==> src/hw/csd_pkg.sv <==
// Package: strap classes, port counts and setting structs for the strap decoder
package csd_pkg;
   localparam int NPORT = 6;
   localparam int CLS_W = 3;

   // Six resistor classes as decoded by the analog front end
   typedef enum logic [2:0] {
      CLS_WEAK_PD   = 3'h0,
      CLS_WEAK_PU   = 3'h1,
      CLS_MID_PD    = 3'h2,
      CLS_MID_PU    = 3'h3,
      CLS_STRONG_PD = 3'h4,
      CLS_STRONG_PU = 3'h5
   } csd_class_e;

   // SMBus interface role chosen by the mode-select strap
   typedef enum logic [1:0] {
      ROLE_NONE   = 2'h0,
      ROLE_MASTER = 2'h1,
      ROLE_SLAVE  = 2'h2
   } csd_role_e;

   // Reset values of latched straps
   localparam logic [2:0] RST_CLASS = 3'h0;
   localparam logic [5:0] RST_PORTS = 6'h00;

   // Port masks per class (bit 0 is port 1)
   localparam logic [5:0] FIXED_NONE = 6'h00;
   localparam logic [5:0] FIXED_P3   = 6'h04;
   localparam logic [5:0] FIXED_P34  = 6'h0c;
   localparam logic [5:0] FIXED_P35  = 6'h1c;
   localparam logic [5:0] FIXED_P36  = 6'h3c;
   localparam logic [5:0] CHG_NONE   = 6'h00;
   localparam logic [5:0] CHG_P1     = 6'h01;
   localparam logic [5:0] CHG_P12    = 6'h03;
   localparam logic [5:0] CHG_P13    = 6'h07;
   localparam logic [5:0] CHG_P14    = 6'h0f;
   localparam logic [5:0] CHG_P16    = 6'h3f;

   // Raw strap sample
   typedef struct packed {
      logic [2:0] mode;
      logic [5:0] pos_line;
      logic [5:0] neg_line;
      logic [2:0] fixed_cnt;
      logic [2:0] charge_cnt;
   } csd_straps_s;

   // One GPIO pin setup
   typedef struct packed {
      logic is_output;
      logic out_level;
      logic pull_en;
      logic pull_up;
   } csd_gpio_cfg_s;
endpackage

==> src/hw/csd_strap_decoder.sv <==
// Strap capture at reset release, setting decode and runtime GPIO setup
`timescale 1ns/1ps
// Contract
// Sample all straps once both resets are released.
// Hold reset state while external reset low; release starts capture.
// Weak pull-down mode class selects SMBus master for I2C bridging.
// Weak pull-up mode class selects SMBus slave for configuration.
// Mode strap has six classes; the four mid and strong ones are reserved.
// Latch positive and negative line disable straps per port, 1 disables.
// A port is disabled only when both its line straps are high.
// Disabling a port's USB 2.0 side also disables its USB 3 side.
// Fixed-port strap: none, 3, 3-4, 3-5, 3-6, sixth reserved.
// Charge strap: none, 1, 1-2, 1-3, 1-4, 1-6.
// Each GPIO is input with optional pull or output driving low/high.
// GPIO setup changes at runtime through internal register writes.
// Latched straps ignore pin activity until the next reset release.
module csd_strap_decoder #(
   parameter int NGPIO = 8,
   parameter int GAW   = 3
) (
   input  wire logic                   CLK,
   input  wire logic                   ARST_N,
   input  wire logic                   POR_N,
   input  wire logic [2:0]             MODE_CLASS,
   input  wire logic [5:0]             POS_LINE_PORT_OFF_STRAP,
   input  wire logic [5:0]             NEG_LINE_PORT_OFF_STRAP,
   input  wire logic [2:0]             FIXED_PORT_COUNT_STRAP,
   input  wire logic [2:0]             CHARGE_PORT_COUNT_STRAP,
   input  wire logic                   GPIO_WR,
   input  wire logic [GAW-1:0]         GPIO_WR_ADDR,
   input  wire csd_pkg::csd_gpio_cfg_s GPIO_WR_DATA,
   input  wire logic [GAW-1:0]         GPIO_RD_ADDR,
   output csd_pkg::csd_gpio_cfg_s      GPIO_RD_DATA,
   input  wire logic [NGPIO-1:0]       GPIO_PIN_IN,
   output logic      [NGPIO-1:0]       GPIO_PIN_OUT,
   output logic      [NGPIO-1:0]       GPIO_PIN_OE_N,
   output logic      [NGPIO-1:0]       GPIO_PULL_DOWN,
   output logic      [NGPIO-1:0]       GPIO_PULL_UP,
   output logic      [NGPIO-1:0]       GPIO_IN_LEVEL,
   output logic                        STRAPS_VALID,
   output csd_pkg::csd_role_e          SMBUS_ROLE,
   output logic                        MODE_RESERVED,
   output logic      [5:0]             USB2_PORT_OFF,
   output logic      [5:0]             USB3_PORT_OFF,
   output logic      [5:0]             FIXED_PORTS,
   output logic                        FIXED_RESERVED,
   output logic      [5:0]             CHARGE_PORTS
);
   // Both reset sources hold the block; capture follows release
   wire rst_n = ARST_N & POR_N;

   typedef enum logic [1:0] {
      ST_CAPTURE = 2'b01,
      ST_HOLD    = 2'b10
   } csd_state_e;

   csd_state_e          state;
   csd_state_e          next_state;
   csd_pkg::csd_straps_s strap;
   csd_pkg::csd_straps_s next_strap;
   csd_pkg::csd_straps_s pin_sample;

   assign pin_sample = '{mode:       MODE_CLASS,
                         pos_line:   POS_LINE_PORT_OFF_STRAP,
                         neg_line:   NEG_LINE_PORT_OFF_STRAP,
                         fixed_cnt:  FIXED_PORT_COUNT_STRAP,
                         charge_cnt: CHARGE_PORT_COUNT_STRAP};

   // First clock after release samples the pins, then holds
   wire capture = (state == ST_CAPTURE);
   assign next_strap = capture ? pin_sample : strap;
   always_comb
   begin
      next_state = ST_HOLD;
      unique case (state)
         ST_CAPTURE: next_state = ST_HOLD;
         ST_HOLD:    next_state = ST_HOLD;
         default:    next_state = ST_HOLD;
      endcase
   end

   always_ff @(posedge CLK or negedge rst_n)
   begin
      if (!rst_n)
         state <= ST_CAPTURE;
      else
         state <= next_state;
   end

   always_ff @(posedge CLK or negedge rst_n)
   begin
      if (!rst_n)
         strap <= '{mode: csd_pkg::RST_CLASS, pos_line: csd_pkg::RST_PORTS,
                    neg_line: csd_pkg::RST_PORTS, fixed_cnt: csd_pkg::RST_CLASS,
                    charge_cnt: csd_pkg::RST_CLASS};
      else
         strap <= next_strap;
   end

   // Mode decode
   csd_pkg::csd_role_e next_role;
   logic               next_mode_rsv;
   always_comb
   begin
      next_role     = csd_pkg::ROLE_NONE;
      next_mode_rsv = 1'b0;
      unique case (strap.mode)
         csd_pkg::CLS_WEAK_PD: next_role = csd_pkg::ROLE_MASTER;
         csd_pkg::CLS_WEAK_PU: next_role = csd_pkg::ROLE_SLAVE;
         csd_pkg::CLS_MID_PD, csd_pkg::CLS_MID_PU,
         csd_pkg::CLS_STRONG_PD, csd_pkg::CLS_STRONG_PU:
            next_mode_rsv = 1'b1;
         default: next_mode_rsv = 1'b1;
      endcase
   end

   // Port disable: both lines high
   wire [5:0] next_port_off = strap.pos_line & strap.neg_line;    // see R6

   // Fixed-port and charge-port decode
   logic [5:0] next_fixed;
   logic       next_fixed_rsv;
   logic [5:0] next_charge;
   always_comb
   begin
      next_fixed     = csd_pkg::FIXED_NONE;
      next_fixed_rsv = 1'b0;
      unique case (strap.fixed_cnt)
         csd_pkg::CLS_WEAK_PD:   next_fixed = csd_pkg::FIXED_NONE;
         csd_pkg::CLS_WEAK_PU:   next_fixed = csd_pkg::FIXED_P3;
         csd_pkg::CLS_MID_PD:    next_fixed = csd_pkg::FIXED_P34;
         csd_pkg::CLS_MID_PU:    next_fixed = csd_pkg::FIXED_P35;
         csd_pkg::CLS_STRONG_PD: next_fixed = csd_pkg::FIXED_P36;
         default:                next_fixed_rsv = 1'b1;
      endcase
   end

   always_comb
   begin
      next_charge = csd_pkg::CHG_NONE;
      unique case (strap.charge_cnt)
         csd_pkg::CLS_WEAK_PD:   next_charge = csd_pkg::CHG_NONE;
         csd_pkg::CLS_WEAK_PU:   next_charge = csd_pkg::CHG_P1;
         csd_pkg::CLS_MID_PD:    next_charge = csd_pkg::CHG_P12;
         csd_pkg::CLS_MID_PU:    next_charge = csd_pkg::CHG_P13;
         csd_pkg::CLS_STRONG_PD: next_charge = csd_pkg::CHG_P14;
         csd_pkg::CLS_STRONG_PU: next_charge = csd_pkg::CHG_P16;
         default:                next_charge = csd_pkg::CHG_NONE;
      endcase
   end

   // Settings load only past the capture edge, so no stale role shows early
   wire settle = !capture;

   always_ff @(posedge CLK or negedge rst_n)
   begin
      if (!rst_n)
         STRAPS_VALID <= 1'b0;
      else
         STRAPS_VALID <= settle;
   end

   // Interface role and reserved-mode flag
   always_ff @(posedge CLK or negedge rst_n)
   begin
      if (!rst_n)
         SMBUS_ROLE <= csd_pkg::ROLE_NONE;
      else if (settle)
         SMBUS_ROLE <= next_role;
   end

   always_ff @(posedge CLK or negedge rst_n)
   begin
      if (!rst_n)
         MODE_RESERVED <= 1'b0;
      else if (settle)
         MODE_RESERVED <= next_mode_rsv;
   end

   // Port disable masks, both speeds
   always_ff @(posedge CLK or negedge rst_n)
   begin
      if (!rst_n)
         USB2_PORT_OFF <= csd_pkg::RST_PORTS;
      else if (settle)
         USB2_PORT_OFF <= next_port_off;
   end

   always_ff @(posedge CLK or negedge rst_n)
   begin
      if (!rst_n)
         USB3_PORT_OFF <= csd_pkg::RST_PORTS;
      else if (settle)
         USB3_PORT_OFF <= next_port_off;
   end

   // Fixed-port and charge-port masks
   always_ff @(posedge CLK or negedge rst_n)
   begin
      if (!rst_n)
         FIXED_PORTS <= csd_pkg::RST_PORTS;
      else if (settle)
         FIXED_PORTS <= next_fixed;
   end

   always_ff @(posedge CLK or negedge rst_n)
   begin
      if (!rst_n)
         FIXED_RESERVED <= 1'b0;
      else if (settle)
         FIXED_RESERVED <= next_fixed_rsv;
   end

   always_ff @(posedge CLK or negedge rst_n)
   begin
      if (!rst_n)
         CHARGE_PORTS <= csd_pkg::RST_PORTS;
      else if (settle)
         CHARGE_PORTS <= next_charge;
   end

   // Runtime GPIO setup store
   csd_pkg::csd_gpio_cfg_s gcfg [NGPIO];

   csd_gpio_cfg_mem #(
      .NGPIO (NGPIO),
      .AW    (GAW)
   ) u_gpio_mem (
      .clk     (CLK),
      .arst_n  (rst_n),
      .wr_en   (GPIO_WR),
      .wr_addr (GPIO_WR_ADDR),
      .wr_data (GPIO_WR_DATA),
      .rd_addr (GPIO_RD_ADDR),
      .rd_data (GPIO_RD_DATA),
      .cfg     (gcfg)
   );

   genvar g;
   generate
      for (g = 0; g < NGPIO; g++)
      begin : g_pin
         wire drive = gcfg[g].is_output;
         wire pdn   = !drive && gcfg[g].pull_en && !gcfg[g].pull_up;
         wire pup   = !drive && gcfg[g].pull_en && gcfg[g].pull_up;
         // Drive level and enable
         always_ff @(posedge CLK or negedge rst_n)
         begin
            if (!rst_n)
               GPIO_PIN_OUT[g] <= 1'b0;
            else
               GPIO_PIN_OUT[g] <= gcfg[g].out_level;
         end

         always_ff @(posedge CLK or negedge rst_n)
         begin
            if (!rst_n)
               GPIO_PIN_OE_N[g] <= 1'b1;
            else
               GPIO_PIN_OE_N[g] <= !drive;
         end

         // Pulls apply to inputs only
         always_ff @(posedge CLK or negedge rst_n)
         begin
            if (!rst_n)
               GPIO_PULL_DOWN[g] <= 1'b0;
            else
               GPIO_PULL_DOWN[g] <= pdn;
         end

         always_ff @(posedge CLK or negedge rst_n)
         begin
            if (!rst_n)
               GPIO_PULL_UP[g] <= 1'b0;
            else
               GPIO_PULL_UP[g] <= pup;
         end

         // Input level sample
         always_ff @(posedge CLK or negedge rst_n)
         begin
            if (!rst_n)
               GPIO_IN_LEVEL[g] <= 1'b0;
            else
               GPIO_IN_LEVEL[g] <= GPIO_PIN_IN[g];
         end
      end
   endgenerate
endmodule // csd_strap_decoder

==> src/hw/csd_gpio_cfg_mem.sv <==
// GPIO configuration store: per-pin setup words, written at runtime
`timescale 1ns/1ps
module csd_gpio_cfg_mem #(
   parameter int NGPIO = 8,
   parameter int AW    = 3
) (
   input  wire logic                   clk,
   input  wire logic                   arst_n,
   input  wire logic                   wr_en,
   input  wire logic [AW-1:0]          wr_addr,
   input  wire csd_pkg::csd_gpio_cfg_s wr_data,
   input  wire logic [AW-1:0]          rd_addr,
   output csd_pkg::csd_gpio_cfg_s      rd_data,
   output csd_pkg::csd_gpio_cfg_s      cfg [NGPIO]
);
   csd_pkg::csd_gpio_cfg_s mem [NGPIO];

   genvar g;
   generate
      for (g = 0; g < NGPIO; g++)
      begin : g_ent
         wire hit = wr_en && (wr_addr == AW'(g));
         always_ff @(posedge clk or negedge arst_n)
         begin
            if (!arst_n)
               mem[g] <= '0;
            else if (hit)
               mem[g] <= wr_data;
         end
         assign cfg[g] = mem[g];
      end
   endgenerate

   always_ff @(posedge clk or negedge arst_n)
   begin
      if (!arst_n)
         rd_data <= '0;
      else
         rd_data <= mem[rd_addr];
   end
endmodule // csd_gpio_cfg_mem

==> config.mk <==
export PLATFORM = sky130hd
export DESIGN_NAME = csd_strap_decoder
export DESIGN_NICKNAME = d
export VERILOG_FILES = /design/src/hw/csd_pkg.sv /design/src/hw/csd_strap_decoder.sv /design/src/hw/csd_gpio_cfg_mem.sv
export SDC_FILE = /design/constraint.sdc
export NUM_CORES = 1
export LEC_CHECK = 0
export BUFFER_PORTS_ARGS = -buffer_cell sky130_fd_sc_hd__buf_4
export CAP_MARGIN = 20
export CORE_ASPECT_RATIO = 0.5
export CORE_MARGIN = 2
export CORE_UTILIZATION = 52
export DETAILED_ROUTE_END_ITERATION = 10
export PLACE_DENSITY = 0.78
export SLEW_MARGIN = 15
export SYNTH_ARGS = -nofsm -noshare
export SYNTH_HDL_FRONTEND = slang
export SYNTH_SLANG_ARGS = --single-unit
==> constraint.sdc <==
create_clock -name CLK -period 5.65 [get_ports CLK]
set_input_delay 0.8475 -clock CLK [delete_from_list [all_inputs] [get_ports CLK]]
set_output_delay 0.8475 -clock CLK [all_outputs]
set_load 0.05 [all_outputs]
==> summary.md <==
| Metric | Value |
|---|---|
| Seq cells post-synth | `119` |
| Die Y | `70.4 um` |
| Synth cell types | `34` |
| Die X | `137 um` |
| I/O Buffers | `113` |
| Minimum clock period | `2.19 ns` |
| Root Buffer | `clkbuf_16` |
| Layout area overhead | `34.7%` |
| Status | `complete, no violations` |
| Fmax | `456 MHz` |
| Drt pass-1 iters | `4` |
| Die ar. | `9620 um^2` |
| Remaining global-route overflow | `0` |
| Reg area | `2990 um^2` |
| RSZ-0062 raised after global routing | `false` |
| IO Pins | `116` |
| Layout fillers | `587` |
| Post-synthesis cell count | `291` |
| WP data required | `5.94 ns` |
| CTS-repair resized insts | `0` |
| Ys Warns | `0` |
| Vias | `2828` |
| Final nets | `454` |
| Final Max Tran Viols | `0` |
| Clock skew | `0.00558 ns` |
| Core Region | `8620 um^2` |
| Main combinational cell family by area after synthesis | `multiplexers` |
| First-pass GRT wire length | `15.7 mm` |
| Hold WS | `0.390 ns` |
| Most common cell after layout, fill and taps aside | `buf_4` |
| Compound-Gate Fraction of Synth Area | `0.0230` |
| Cell area after synthesis | `4580 um^2` |
| Number of post-CTS setup repair buffers | `0` |
| Antenna diodes | `0` |
| Peak VDD IR | `0.254 mV` |
| Critical path endpoint category | `flip-flop` |
| Crit share post-route | `0.388` |
| Area share of fa/ha/maj cells after synthesis | `0` |
| Routed len/inst | `17.9 um` |
| Endpoints failing hold | `0` |
| Sequential fraction of the synthesis area | `0.653` |
| Post-DP Area | `5480 um^2` |
| Max-cap violations | `0` |
| Syn Area/Cell | `15.7 um^2` |
| Largest net degree at the start of global routing | `86` |
| Setup CP Type | `flip-flop to flip-flop` |
| Post-synth EDFFs | `0` |
| Hold buffers post-CTS | `0` |
| Multiplexer share of the synthesized area | `0.193` |
| Initial Utilization | `0.531` |
| Setup TNS Final | `0 ns` |
| Gr usage total | `0.223` |
| Post-Synth XOR/XNOR Area | `0.00191` |
| HP Class | `flip-flop to flip-flop` |
| Final non-filler cell area | `6170 um^2` |
| Multi-input gate area | `1450 um^2` |
| Vias in the first global route | `3052` |
| DP Wirelength | `6.47 mm` |
| Iter 0 DRT Violations | `246` |
| Worst-Margin Slew | `0.664 ns` |
| Clock-pin slew on the worst setup and hold paths | `0.05 ns` |
| Routed wire length | `9.67 mm` |
| Post-Synth Simple-Gate Area | `0.0934` |
| Vias per inst | `5.23` |
| Headroom to the max-slew limit | `0.555` |
| Antenna violations before repair | `0` |
| Leak Pwr | `2.96 nW` |
| Synth Flop Type | `dfrtp_1` |
| CP startpoint kind | `flip-flop` |
| CP max FO | `20` |
| Row count | `24` |
| Clock Latency Late Sink | `0.41 ns` |
| Share of cells above drive strength 1 | `0.538` |
| Asr flop ratio synth | `1.00` |
| Sink Count | `119` |
| PwrDens | `489 nW/um^2` |
| H-tree levels | `4` |
| Cts bufs inserted | `17` |
| Count of final setup violators | `0` |
| Residual DRC | `0` |
| Clock Tree Buf Depth | `2` |
| Commonest non-fill, non-tap cells in the layout | `buf_4 (115), dfrtp_1 (110), mux2_2 (60)` |
| Final ANT Viol Nets | `0` |
| Crit path arrival time | `2.48 ns` |
| CTS tree | `done` |
| Final GP Congestion | `0.772` |
final timing paths:
check	start	to	slack (ns)	cells past startpoint
worst max-delay path	state[0]$_DFF_PN1_	strap[12]$_DFFE_PN0N_	3.46	3
worst min-delay path	u_gpio_mem.cfg[10]$_DFFE_PN0P_	GPIO_PIN_OUT[5]$_DFF_PN0_	0.39	0
worst max register to register	state[0]$_DFF_PN1_	strap[12]$_DFFE_PN0N_	3.46	3
worst min register to register	u_gpio_mem.cfg[10]$_DFFE_PN0P_	GPIO_PIN_OUT[5]$_DFF_PN0_	0.39	0
max in group asynchronous	ARST_N	GPIO_PIN_OE_N[0]$_DFF_PN1_	3.95	4
min in group asynchronous	POR_N	GPIO_IN_LEVEL[3]$_DFF_PN0_	0.55	2
cell type report:
class / instances / share of cell area
clock buffer: 19 / 0.0718
clock inverter: 13 / 0.0367
inverter: 9 / 0.00548
multi-input combinational: 148 / 0.235
sequential: 119 / 0.484
tap: 117 / 0.0237
timing repair buffer: 116 / 0.143
logic make-up (layout without fill, tap and decap cells):
logic type                count (synthesis)  count (layout)
muxes                                    68              68
DFF                                     119             119
and+or+nand+nor                          58              58
xor gates and xnor gates                  1               1
other                                     2               4
buffers and inverters                    26             157
AOI/OAI and AO/OA                        17              17
report_power, final:
group	total, mW	internal, mW	switching [mW]	leakage (nW)
Combinational	0.694	0.252	0.442	1.16
Clock	1.21	0.836	0.371	0.319
Sequential	1.12	1.02	0.104	1.48
Total	3.02	2.10	0.917	2.96
per-layer routing:
layer,up-vias,track usage,wire (um),share of wire
li1,1285,-,-,-
met1,1451,0.259,3930,0.41
met2,71,0.373,5080,0.53
met3,21,0.0704,456,0.047
met4,0,0.113,200,0.021
met5,-,0,0,0
per-stage QoR:
step / util / total power [mW] / worst slack [ns] / std cells
after floorplan: - / 1.60 / 1.05 / 293
after global placement: 0.636 / 1.80 / 3.41 / 508
after detailed placement: 0.636 / 1.83 / 3.31 / 508
after CTS: 0.714 / 3.04 / 3.47 / 540
after global routing: 0.716 / 3.14 / 3.36 / 541
final: 0.716 / 3.02 / 3.46 / 541
synth_stat cells (4+ instances only):
cell	instances	area (um^2)
and3_1	8	50.1
buf_4	11	82.6
nand2_1	6	22.5
o21ai_0	9	45.0
mux2_2	60	676
inv_1	8	30.0
nand3b_1	10	75.1
and3b_1	4	35.0
nor3b_1	11	82.6
dfrtp_1	110	2750
mux4_1	8	210
dfstp_2	9	236
flip-flops by register name, indices dropped and copies added (netlist names):
name	cells
GPIO_IN_LEVEL	8
GPIO_PIN_OUT	8
u_gpio_mem.cfg	32
GPIO_PIN_OE_N	8
strap	21
FIXED_RESERVED	1
GPIO_PULL_DOWN	8
u_gpio_mem.rd_data	4
GPIO_PULL_UP	8
MODE_RESERVED	1
STRAPS_VALID	1
USB3_PORT_OFF	6
state	2
SMBUS_ROLE	2
CHARGE_PORTS	5
FIXED_PORTS	4
worst max-delay path, stage by stage (launching register included):
cell and delay [ns]:
dfstp_2 0.69, nor2b_2 0.63, buf_4 0.37, mux2_2 0.37
Power figures use the tool's default switching activity.
